### src/design/sfrb_pkg.sv
package sfrb_pkg;

   // opcodes, shifted in msb first
   localparam logic [7:0] OP_CAR_LOW = 8'h03;
   localparam logic [7:0] OP_PAGE_RD = 8'hD2;
   localparam logic [7:0] OP_BUF1_RD_HI = 8'hD4;
   localparam logic [7:0] OP_BUF1_RD_LO = 8'hD1;
   localparam logic [7:0] OP_BUF2_RD_HI = 8'hD6;
   localparam logic [7:0] OP_BUF2_RD_LO = 8'hD3;
   localparam logic [7:0] OP_BUF1_WR = 8'h84;
   localparam logic [7:0] OP_BUF2_WR = 8'h87;

   // field sizes and positions
   localparam int PAGE_W = 11;
   localparam int BYTE_W = 9;
   localparam int ADDR_BITS = 24;
   localparam int OP_BITS = 8;
   localparam int CNT_W = 6;
   localparam int A264_PAGE_LSB = 9;
   localparam int A256_PAGE_LSB = 8;
   localparam int BUF_BYTES_264 = 264;

   // phase lengths in serial clocks, minus one
   localparam logic [CNT_W-1:0] OP_LAST = 6'h07;
   localparam logic [CNT_W-1:0] ADDR_LAST = 6'h17;
   localparam logic [CNT_W-1:0] DUMMY_NONE = 6'h00;
   localparam logic [CNT_W-1:0] DUMMY_PAGE_LAST = 6'h1F;
   localparam logic [CNT_W-1:0] DUMMY_BUF_LAST = 6'h07;
   localparam logic [2:0] BIT_MSB = 3'h7;
   localparam logic [2:0] BIT_LSB = 3'h0;

   // last byte of a page or buffer
   localparam logic [BYTE_W-1:0] LAST_264 = 9'h107;
   localparam logic [BYTE_W-1:0] LAST_256 = 9'h0FF;

   // synchroniser reset: cs_n idles high
   localparam logic [2:0] SYNC_RST = 3'h1;

   typedef enum logic [2:0] {
      ST_IDLE, ST_OPCODE, ST_ADDR, ST_DUMMY, ST_READ, ST_WRITE,
      ST_IGNORE
   } sfrb_state_t;

   typedef enum logic [1:0] {
      CMD_CAR, CMD_PAGE, CMD_BUF_RD, CMD_BUF_WR
   } sfrb_cmd_t;

   typedef struct packed {
      logic cs_n;
      logic cs_fall;
      logic sck_rise;
      logic sck_fall;
      logic si;
   } sfrb_pins_t;

   typedef struct packed {
      logic en;
      logic sel;
      logic [BYTE_W-1:0] addr;
      logic [7:0] data;
   } sfrb_bufwr_t;

endpackage

### src/design/sfrb_pin_sync.sv
`timescale 1ns/100ps
`default_nettype none
module sfrb_pin_sync import sfrb_pkg::*; (
   // clock and reset
   input wire logic i_clk,
   input wire logic i_nrst,
   // raw pins
   input wire logic i_cs_n,
   input wire logic i_sck,
   input wire logic i_si,
   // synchronised levels and edges
   output sfrb_pins_t o_pins
);
   // bit 0 cs_n, bit 1 sck, bit 2 si
   logic [2:0] meta_reg;
   logic [2:0] sync_reg;
   logic [2:0] prev_reg;

   always_ff @(posedge i_clk or negedge i_nrst) begin
      if (!i_nrst) begin
         meta_reg <= SYNC_RST;
         sync_reg <= SYNC_RST;
         prev_reg <= SYNC_RST;
      end else begin
         meta_reg <= {i_si, i_sck, i_cs_n};
         sync_reg <= meta_reg;
         prev_reg <= sync_reg;
      end
   end

   // edges are judged on the second and third stages only
   // one assignment drives the whole struct, so it has a single driver
   assign o_pins = '{
      cs_n: sync_reg[0],
      cs_fall: prev_reg[0] & ~sync_reg[0],
      sck_rise: ~prev_reg[1] & sync_reg[1],
      sck_fall: prev_reg[1] & ~sync_reg[1],
      si: sync_reg[2]
   };
endmodule
`default_nettype wire

### src/design/sfrb_buf.sv
`timescale 1ns/100ps
`default_nettype none
module sfrb_buf import sfrb_pkg::*; #(
   parameter int DEPTH = BUF_BYTES_264
) (
   // clock and reset
   input wire logic i_clk,
   input wire logic i_nrst,
   // write port
   input wire sfrb_bufwr_t i_wr,
   // read port, data one clock after address
   input wire logic i_rd_sel,
   input wire logic [BYTE_W-1:0] i_rd_addr,
   output logic [7:0] o_rd_data
);
   logic [7:0] mem [2][DEPTH];

   // contents are not reset, as in a real sram
   always_ff @(posedge i_clk) begin
      if (i_wr.en && (int'(i_wr.addr) < DEPTH)) begin
         mem[i_wr.sel][i_wr.addr] <= i_wr.data;
      end
   end

   always_ff @(posedge i_clk or negedge i_nrst) begin
      if (!i_nrst) begin
         o_rd_data <= 8'h00;
      end else if (int'(i_rd_addr) < DEPTH) begin
         o_rd_data <= mem[i_rd_sel][i_rd_addr];
      end else begin
         o_rd_data <= 8'h00;
      end
   end
endmodule
`default_nettype wire

### src/design/sfrb_seq.sv
// Functional notes
// - opcode 03H, three address bytes, data follows with no dummy byte
// - 264-byte pages: address bits 19..9 page, 8..0 start byte
// - 256-byte pages: address bits 18..8 page, 7..0 start byte
// - continuous read shifts one data bit per clock after address
// - continuous read crosses into next page without pause
// - after last array bit, continuous read restarts at page zero
// - chip select rising ends any read and floats the output
// - array reads never alter either sram buffer
// - D2H, address, four dummy bytes, then page data, any page
// - page read wraps to start of the same page
// - buffer read opcodes D4H/D1H buffer one, D6H/D3H buffer two
// - buffer read offset is low 9 or 8 address bits
// - buffer read needs exactly one dummy byte before data
// - buffer read wraps to buffer start after last byte
// - buffer write opcodes 84H buffer one, 87H buffer two
// - buffer write offset picks the first byte written
// - buffer write stores following bytes at consecutive offsets
// - buffer write wraps to offset zero and keeps storing
// - buffer write lasts until chip select rises
// - opcode, address and data move msb first
// - command opens on chip select fall; first byte is opcode
// - serial modes 0 and 3 are both supported
`timescale 1ns/100ps
`default_nettype none
module sfrb_seq import sfrb_pkg::*; #(
   parameter int BUF_DEPTH = BUF_BYTES_264
) (
   // clock and reset
   input wire logic I_SYS_CLK,
   input wire logic I_NRST,
   // serial pins
   input wire logic I_CS_N,
   input wire logic I_SCK,
   input wire logic I_SI,
   output logic O_SO,
   output logic O_SO_OE,
   // static configuration
   input wire logic I_PAGE_256,
   // main array read port
   output logic [PAGE_W-1:0] O_ARR_PAGE,
   output logic [BYTE_W-1:0] O_ARR_BYTE,
   input wire logic [7:0] I_ARR_DATA
);
   sfrb_pins_t pins;
   sfrb_state_t state_reg;
   sfrb_cmd_t cmd_reg;
   logic buf_sel_reg;
   logic [CNT_W-1:0] cnt_reg;
   logic [ADDR_BITS-1:0] addr_sh_reg;
   logic [7:0] in_sh_reg;
   logic [PAGE_W-1:0] page_reg;
   logic [BYTE_W-1:0] byte_reg;
   logic [7:0] out_byte_reg;
   logic [2:0] bit_idx_reg;
   logic [1:0] pend_reg;
   logic so_reg;
   logic oe_reg;
   sfrb_bufwr_t bw_reg;
   logic [7:0] buf_rd_data;
   logic rise;
   logic fall;
   logic [7:0] op_full;
   logic [ADDR_BITS-1:0] addr_full;
   logic [CNT_W-1:0] dummy_last;
   logic enter_read;
   logic load;
   logic [7:0] src;
   logic [BYTE_W-1:0] last_byte;
   logic byte_done;

   function automatic logic [BYTE_W-1:0] last_of(input logic p256);
      return p256 ? LAST_256 : LAST_264;
   endfunction

   function automatic logic [CNT_W-1:0] dummy_of(input sfrb_cmd_t c);
      case (c)
         CMD_PAGE: return DUMMY_PAGE_LAST;
         CMD_BUF_RD: return DUMMY_BUF_LAST;
         default: return DUMMY_NONE;
      endcase
   endfunction

   sfrb_pin_sync u_sync (
      .i_clk(I_SYS_CLK),
      .i_nrst(I_NRST),
      .i_cs_n(I_CS_N),
      .i_sck(I_SCK),
      .i_si(I_SI),
      .o_pins(pins)
   );

   sfrb_buf #(
      .DEPTH(BUF_DEPTH)
   ) u_buf (
      .i_clk(I_SYS_CLK),
      .i_nrst(I_NRST),
      .i_wr(bw_reg),
      .i_rd_sel(buf_sel_reg),
      .i_rd_addr(byte_reg),
      .o_rd_data(buf_rd_data)
   );

   // input sampled on sck rise, output moved on sck fall: modes 0 and 3
   assign rise = pins.sck_rise & ~pins.cs_n;
   assign fall = pins.sck_fall & ~pins.cs_n;
   assign op_full = {in_sh_reg[6:0], pins.si};
   assign addr_full = {addr_sh_reg[ADDR_BITS-2:0], pins.si};
   assign dummy_last = dummy_of(cmd_reg);
   assign last_byte = last_of(I_PAGE_256);
   assign enter_read = rise && cmd_reg != CMD_BUF_WR &&
      ((state_reg == ST_ADDR && cnt_reg == ADDR_LAST &&
        dummy_last == DUMMY_NONE) ||
       (state_reg == ST_DUMMY && cnt_reg == dummy_last));
   assign load = pend_reg[1] ||
      (fall && state_reg == ST_READ && bit_idx_reg == BIT_LSB);
   assign src = (cmd_reg == CMD_BUF_RD) ? buf_rd_data : I_ARR_DATA;
   assign byte_done = rise && state_reg == ST_WRITE &&
      cnt_reg[2:0] == BIT_MSB;

   // serial input shifter, msb first
   always_ff @(posedge I_SYS_CLK or negedge I_NRST) begin
      if (!I_NRST) begin
         in_sh_reg <= 8'h00;
         addr_sh_reg <= '0;
      end else if (rise) begin
         in_sh_reg <= op_full;
         addr_sh_reg <= addr_full;
      end
   end

   // command sequencing
   always_ff @(posedge I_SYS_CLK or negedge I_NRST) begin
      if (!I_NRST) begin
         state_reg <= ST_IDLE;
         cmd_reg <= CMD_CAR;
         buf_sel_reg <= 1'b0;
         cnt_reg <= '0;
      end else if (pins.cs_n) begin
         state_reg <= ST_IDLE;
         cnt_reg <= '0;
      end else if (pins.cs_fall) begin
         state_reg <= ST_OPCODE;
         cnt_reg <= '0;
      end else if (rise) begin
         cnt_reg <= CNT_W'(cnt_reg + 6'h01);
         case (state_reg)
            ST_OPCODE: begin
               if (cnt_reg == OP_LAST) begin
                  cnt_reg <= '0;
                  state_reg <= ST_ADDR;
                  case (op_full)
                     OP_CAR_LOW: cmd_reg <= CMD_CAR;
                     OP_PAGE_RD: cmd_reg <= CMD_PAGE;
                     OP_BUF1_RD_HI, OP_BUF1_RD_LO: begin
                        cmd_reg <= CMD_BUF_RD;
                        buf_sel_reg <= 1'b0;
                     end
                     OP_BUF2_RD_HI, OP_BUF2_RD_LO: begin
                        cmd_reg <= CMD_BUF_RD;
                        buf_sel_reg <= 1'b1;
                     end
                     OP_BUF1_WR: begin
                        cmd_reg <= CMD_BUF_WR;
                        buf_sel_reg <= 1'b0;
                     end
                     OP_BUF2_WR: begin
                        cmd_reg <= CMD_BUF_WR;
                        buf_sel_reg <= 1'b1;
                     end
                     default: state_reg <= ST_IGNORE;
                  endcase
               end
            end
            ST_ADDR: begin
               if (cnt_reg == ADDR_LAST) begin
                  cnt_reg <= '0;
                  if (cmd_reg == CMD_BUF_WR) begin
                     state_reg <= ST_WRITE;
                  end else if (dummy_last == DUMMY_NONE) begin
                     state_reg <= ST_READ;
                  end else begin
                     state_reg <= ST_DUMMY;
                  end
               end
            end
            ST_DUMMY: begin
               if (cnt_reg == dummy_last) begin
                  cnt_reg <= '0;
                  state_reg <= ST_READ;
               end
            end
            ST_WRITE: begin
               if (cnt_reg[2:0] == BIT_MSB) begin
                  cnt_reg <= '0;
               end
            end
            ST_READ, ST_IGNORE: cnt_reg <= '0;
            default: state_reg <= ST_IDLE;
         endcase
      end
   end

   // address pointer: start address, then advance with wrap
   always_ff @(posedge I_SYS_CLK or negedge I_NRST) begin
      if (!I_NRST) begin
         page_reg <= '0;
         byte_reg <= '0;
      end else if (rise && state_reg == ST_ADDR && cnt_reg == ADDR_LAST) begin
         if (cmd_reg == CMD_BUF_RD || cmd_reg == CMD_BUF_WR) begin
            page_reg <= '0;
            if (I_PAGE_256) begin
               byte_reg <= {1'b0, addr_full[A256_PAGE_LSB-1:0]};
            end else begin
               byte_reg <= addr_full[BYTE_W-1:0];
            end
         end else if (I_PAGE_256) begin
            page_reg <= addr_full[A256_PAGE_LSB +: PAGE_W];
            byte_reg <= {1'b0, addr_full[A256_PAGE_LSB-1:0]};
         end else begin
            page_reg <= addr_full[A264_PAGE_LSB +: PAGE_W];
            byte_reg <= addr_full[A264_PAGE_LSB-1:0];
         end
      end else if (load || byte_done) begin
         if (byte_reg != last_byte) begin
            byte_reg <= BYTE_W'(byte_reg + 9'h001);
         end else begin
            byte_reg <= '0;
            if (cmd_reg == CMD_CAR) begin
               // page counter rolls from the top page to zero
               page_reg <= PAGE_W'(page_reg + 11'h001);
            end
         end
      end
   end

   // two-clock prefetch so sram and array data are settled
   always_ff @(posedge I_SYS_CLK or negedge I_NRST) begin
      if (!I_NRST) begin
         pend_reg <= 2'h0;
      end else if (pins.cs_n) begin
         pend_reg <= 2'h0;
      end else begin
         pend_reg <= {pend_reg[0], enter_read};
      end
   end

   // output shifter
   always_ff @(posedge I_SYS_CLK or negedge I_NRST) begin
      if (!I_NRST) begin
         out_byte_reg <= 8'h00;
         bit_idx_reg <= BIT_MSB;
         so_reg <= 1'b0;
      end else begin
         if (enter_read) begin
            bit_idx_reg <= BIT_MSB;
         end else if (fall && state_reg == ST_READ) begin
            so_reg <= out_byte_reg[bit_idx_reg];
            bit_idx_reg <= 3'(bit_idx_reg - 3'h1);
         end
         if (load) begin
            // array reads bypass the buffers entirely
            out_byte_reg <= src;
         end
      end
   end

   // output enable drops one clock after cs is seen high
   always_ff @(posedge I_SYS_CLK or negedge I_NRST) begin
      if (!I_NRST) begin
         oe_reg <= 1'b0;
      end else begin
         oe_reg <= !pins.cs_n && state_reg == ST_READ;
      end
   end

   // buffer write port; a partial byte at cs rise is dropped
   always_ff @(posedge I_SYS_CLK or negedge I_NRST) begin
      if (!I_NRST) begin
         bw_reg <= '0;
      end else begin
         bw_reg.en <= byte_done;
         if (byte_done) begin
            bw_reg.sel <= buf_sel_reg;
            bw_reg.addr <= byte_reg;
            bw_reg.data <= op_full;
         end
      end
   end

   assign O_SO = so_reg;
   assign O_SO_OE = oe_reg;
   assign O_ARR_PAGE = page_reg;
   assign O_ARR_BYTE = byte_reg;

   low_read_entry_a: assert property (
      @(posedge I_SYS_CLK) disable iff (!I_NRST)
      (rise && state_reg == ST_ADDR && cnt_reg == ADDR_LAST &&
       cmd_reg == CMD_CAR) |=> (state_reg == ST_READ) ##1 pend_reg[1])
      else $error("low read did not start data after address");

   cs_high_float_a: assert property (
      @(posedge I_SYS_CLK) disable iff (!I_NRST)
      pins.cs_n |=> !O_SO_OE && state_reg == ST_IDLE)
      else $error("output driven after chip select high");

   bad_op_quiet_a: assert property (
      @(posedge I_SYS_CLK) disable iff (!I_NRST)
      state_reg == ST_IGNORE |=> !O_SO_OE)
      else $error("output driven for unknown opcode");

   page_cross_a: assert property (
      @(posedge I_SYS_CLK) disable iff (!I_NRST)
      (load && cmd_reg == CMD_CAR && byte_reg == last_byte &&
       !(rise && state_reg == ST_ADDR)) |=>
      byte_reg == '0 && page_reg == PAGE_W'($past(page_reg) + 11'h001))
      else $error("continuous read failed to enter next page");

   array_wrap_a: assert property (
      @(posedge I_SYS_CLK) disable iff (!I_NRST)
      (load && cmd_reg == CMD_CAR && byte_reg == last_byte &&
       &page_reg) |=> page_reg == '0)
      else $error("continuous read failed to wrap to page zero");

   page_wrap_a: assert property (
      @(posedge I_SYS_CLK) disable iff (!I_NRST)
      (load && cmd_reg == CMD_PAGE && byte_reg == last_byte) |=>
      byte_reg == '0 && $stable(page_reg))
      else $error("page read left its page");

   buf_rd_wrap_a: assert property (
      @(posedge I_SYS_CLK) disable iff (!I_NRST)
      (load && cmd_reg == CMD_BUF_RD && byte_reg == last_byte) |=>
      byte_reg == '0)
      else $error("buffer read did not wrap");

   buf_wr_wrap_a: assert property (
      @(posedge I_SYS_CLK) disable iff (!I_NRST)
      (byte_done && byte_reg == last_byte) |=>
      bw_reg.en && bw_reg.addr == last_byte && byte_reg == '0)
      else $error("buffer write did not wrap to zero");

   buf_untouched_a: assert property (
      @(posedge I_SYS_CLK) disable iff (!I_NRST)
      bw_reg.en |-> cmd_reg == CMD_BUF_WR && $past(state_reg) == ST_WRITE)
      else $error("buffer written outside a buffer write");
endmodule
`default_nettype wire

### config.mk
export PLATFORM = sky130hd
export DESIGN_NAME = sfrb_seq
export DESIGN_NICKNAME = d
export VERILOG_FILES = /design/src/design/sfrb_pkg.sv /design/src/design/sfrb_pin_sync.sv /design/src/design/sfrb_buf.sv /design/src/design/sfrb_seq.sv
export SDC_FILE = /design/constraint.sdc
export NUM_CORES = 2
export LEC_CHECK = 0
export BUFFER_PORTS_ARGS = -buffer_cell sky130_fd_sc_hd__buf_2
export CORE_MARGIN = 2
export CORE_UTILIZATION = 35
export CTS_CLUSTER_DIAMETER = 50
export CTS_CLUSTER_SIZE = 28
export DETAILED_ROUTE_END_ITERATION = 8
export GPL_TIMING_DRIVEN = 0
export PLACE_DENSITY_LB_ADDON = 0.1
export REMOVE_ABC_BUFFERS = 1
export SLEW_MARGIN = 30
export SYNTH_ARGS = -nofsm -noshare
export SYNTH_HDL_FRONTEND = slang
export SYNTH_MEMORY_MAX_BITS = 65536
export SYNTH_SLANG_ARGS = --single-unit
export TNS_END_PERCENT = 5
### constraint.sdc
create_clock -name I_SYS_CLK -period 18.88 [get_ports I_SYS_CLK]
set_clock_uncertainty 0.1 [all_clocks]
set_input_delay 0 -clock I_SYS_CLK [delete_from_list [all_inputs] [get_ports I_SYS_CLK]]
set_output_delay 0 -clock I_SYS_CLK [all_outputs]
set_load 0.05 [all_outputs]
==> reports/metrics.cfg <==
[run_status]
outcome = complete, no violations

[job]
maxCapViolCount = 0

[synthesis]
ys_types = 84
synth.avg_cell_area_sq_um = 20.6
yosysMostFrequentCell = edfxtp_1
synth-seq-cells = 4325
ys.flop_type = edfxtp_1
syn_area_sq_um = 169000
ys_async_sr_fraction = 0.0234
synth_area_leaders = edfxtp_1, mux4_2, mux2i_1
yosysTopAreaCell = edfxtp_1
yosys_warnings = 0
yosysSeqAreaShare = 0.764
synth-edff-count = 4224
synthTopCellsByCount = edfxtp_1, mux4_2, nor2_1
synthCells = 8218
synth_top_area_share = 0.749

[worst_setup_path]
slowest_delay_ps = 700
slowest_stage = dfrtp_4
path_cells = buf_12 -> buf_16 -> buf_16 -> buf_16 -> buf_16 -> buf_16 -> buf_16 -> buf_16 -> mux4_2 -> mux4_2 -> a22oi_1 -> nand3_1 -> nand3_1 -> a31oi_1
r2r_slack_ps = 12430
startpoint_type = register
cp.arrival_ps = 7110
crit_top_cell = buf_16
cp.required_ps = 19540
cp_max_fo = 29
worstSetupPathType = register to register
end_kind = register

[die]
start_util = 0.351
design.core.area_sq_um = 482000
dieArea_sq_um = 489000
die_w_microns = 699
die_y_microns = 699
row_count = 255
io_pins = 36

[power]
p_leak_uw = 0.0566
total_power_uw = 20700
p_per_area_nw_per_um2 = 104
ir_drop_mv = 0.0878

[cts]
clkLatencyLatePin_ps = 1030
h-tree-depth = 5
cts-resized-gates = 0
cts_root_buf = clkbuf_16
cts_tree = yes
clk_pin_slew_worst_paths_ps = 60
clk_path_buf_depth = 4
numCtsBuffers = 484
clock_sinks = 4325

[grt]
first_global_vias = 86370
grt-ovfl-total = 0
grt_max_degree = 65
grt_pass1_wl_mm = 731
gr-usage-met3 = 0.0353
grt_usage = 0.215
grt_util_met1 = 0.304
busiest_layer = met2
grt_antenna_before_repair = 52
grt_use_met2 = 0.349

[hold_path]
hold_class = primary input to register

[sta]
rsz0062_at_grt = no
drv_slew = 0
setup_viol_count_final = 0
finalHoldViolCount = 0
fmax_ghz = 0.155
relSlewSlack = 0.303
fin_crit_sh = 0.342
min_period_ps = 6450
tightest_slew_ps = 1040

[placement]
place.gp.congestion = 0.754
port_buffers = 35
placedCellCount = 14482
hpwlAfterDp_mm = 352

[detailed_routing]
via_per_inst = 5.54
final_antenna_net_count = 0
wire_per_inst_microns = 34.7
vias = 85511
drcViolationCount = 0
drt_pre_antenna_iters = 5
drt_iter0_markers = 9410
routed_wl_mm = 535

[final_layout]
drive_above_1_share = 0.263
areaGrowthSynthToFinish_pct = 18.1
nets = 8597
final_cells = 15446
largest_reg_flops = 4224

what timing repair did:
action	in CTS	in global routing
hold buffers	29	0
buffers inserted	0	0
endpoints found under the hold margin	127	0
critical path, delay by kind of cell (launching register included):
family / cells / cell delay, ps
compound gates: 2 / 860
buf+inv: 8 / 2140
simple gates: 2 / 1050
mux: 2 / 1060
flops: 1 / 700
metal layers:
metal	up-vias	part of all wire	routed length [microns]
met5	-	0.000065	35
met4	6	0.026	13800
met3	673	0.063	33800
met2	2924	0.48	255000
met1	46824	0.43	232000
li1	35084	-	-
cell type report:
type / instances / area (sq um)
repair buffers: 377 / 7730
multi-input cells: 3360 / 37600
inverters: 24 / 113
diodes: 21 / 52.6
clock inverters: 386 / 4510
clock buffers: 528 / 12400
fillers: 41979 / 282000
well taps: 6425 / 8040
flip-flops and latches: 4325 / 129000
worst paths after layout:
path / startpoint / end / cells after the start
max: buf_sel_reg / u_buf.o_rd_data[7] / 14
max in group asynchronous: I_NRST / O_ARR_BYTE[4] / 6
min reg2reg: u_sync.meta_reg[0] / u_sync.sync_reg[0] / 0
min in group asynchronous: I_NRST / O_SO / 5
min: I_SI / u_sync.meta_reg[2] / 3
max reg2reg: buf_sel_reg / u_buf.o_rd_data[7] / 14
stage by stage:
stage | TNS (ps) | util | area, sq um | setup slack, ps | hold slack (ps)
3_5_place_dp | 0 | 0.379 | 183000 | 12300 | -131
6_report | 0 | 0.415 | 200000 | 12430 | 127
5_1_grt | 0 | 0.414 | 200000 | 12210 | 90.7
3_3_place_gp | -1773610 | 0.362 | 174000 | -150030 | 10.1
2_1_floorplan | -320940 | - | 166000 | -27540 | -396
4_1_cts | 0 | 0.414 | 200000 | 12290 | 32.7
report_power, final:
| group | internal [uW] | switching, uW |
|---|---|---|
| Sequential | 10400 | 25.4 |
| Clock | 5720 | 4170 |
| Combinational | 153 | 261 |
| Total | 16300 | 4450 |
logic make-up after synthesis:
family          count (synthesis)  synth area share
compound gates                776            0.0321
fa+ha+maj                      11          0.000813
buf+inv                       533            0.0183
xor+xnor                        3          0.000155
flops                        4325             0.764
mux                          1443             0.156
simple gates                 1127            0.0281
placed cells by master, fill, tap and decap left out, types with 15 or more instances in the layout:
cell type / synthesis / layout
a211oi_1: 17 / 15
a21oi_1: 145 / 142
a221o_1: 21 / 21
a221oi_1: 112 / 112
a22oi_1: 145 / 145
a31oi_1: 23 / 21
buf_12: 4 / 122
buf_16: 0 / 167
buf_2: 126 / 35
buf_4: 43 / 15
bufinv_16: 0 / 65
clkbuf_1: 209 / 38
clkbuf_16: 0 / 487
clkinv_1: 2 / 44
clkinv_2: 0 / 54
clkinv_4: 0 / 50
clkinvlp_4: 0 / 69
dfrtp_1: 95 / 78
dfrtp_4: 0 / 16
diode_2: 0 / 21
dlygate4sd3_1: 0 / 28
edfxtp_1: 4224 / 4224
inv_1: 21 / 17
inv_6: 0 / 68
inv_8: 0 / 21
mux2_2: 46 / 46
mux2i_1: 442 / 440
mux4_2: 955 / 955
nand2_1: 220 / 172
nand2_4: 0 / 35
nand3_1: 80 / 73
nand4_1: 24 / 24
nor2_1: 653 / 625
nor2_2: 0 / 17
nor3_1: 46 / 39
o21ai_0: 131 / 121
o221ai_1: 24 / 24
o22ai_1: 38 / 37
Power figures use the tool's default switching activity.
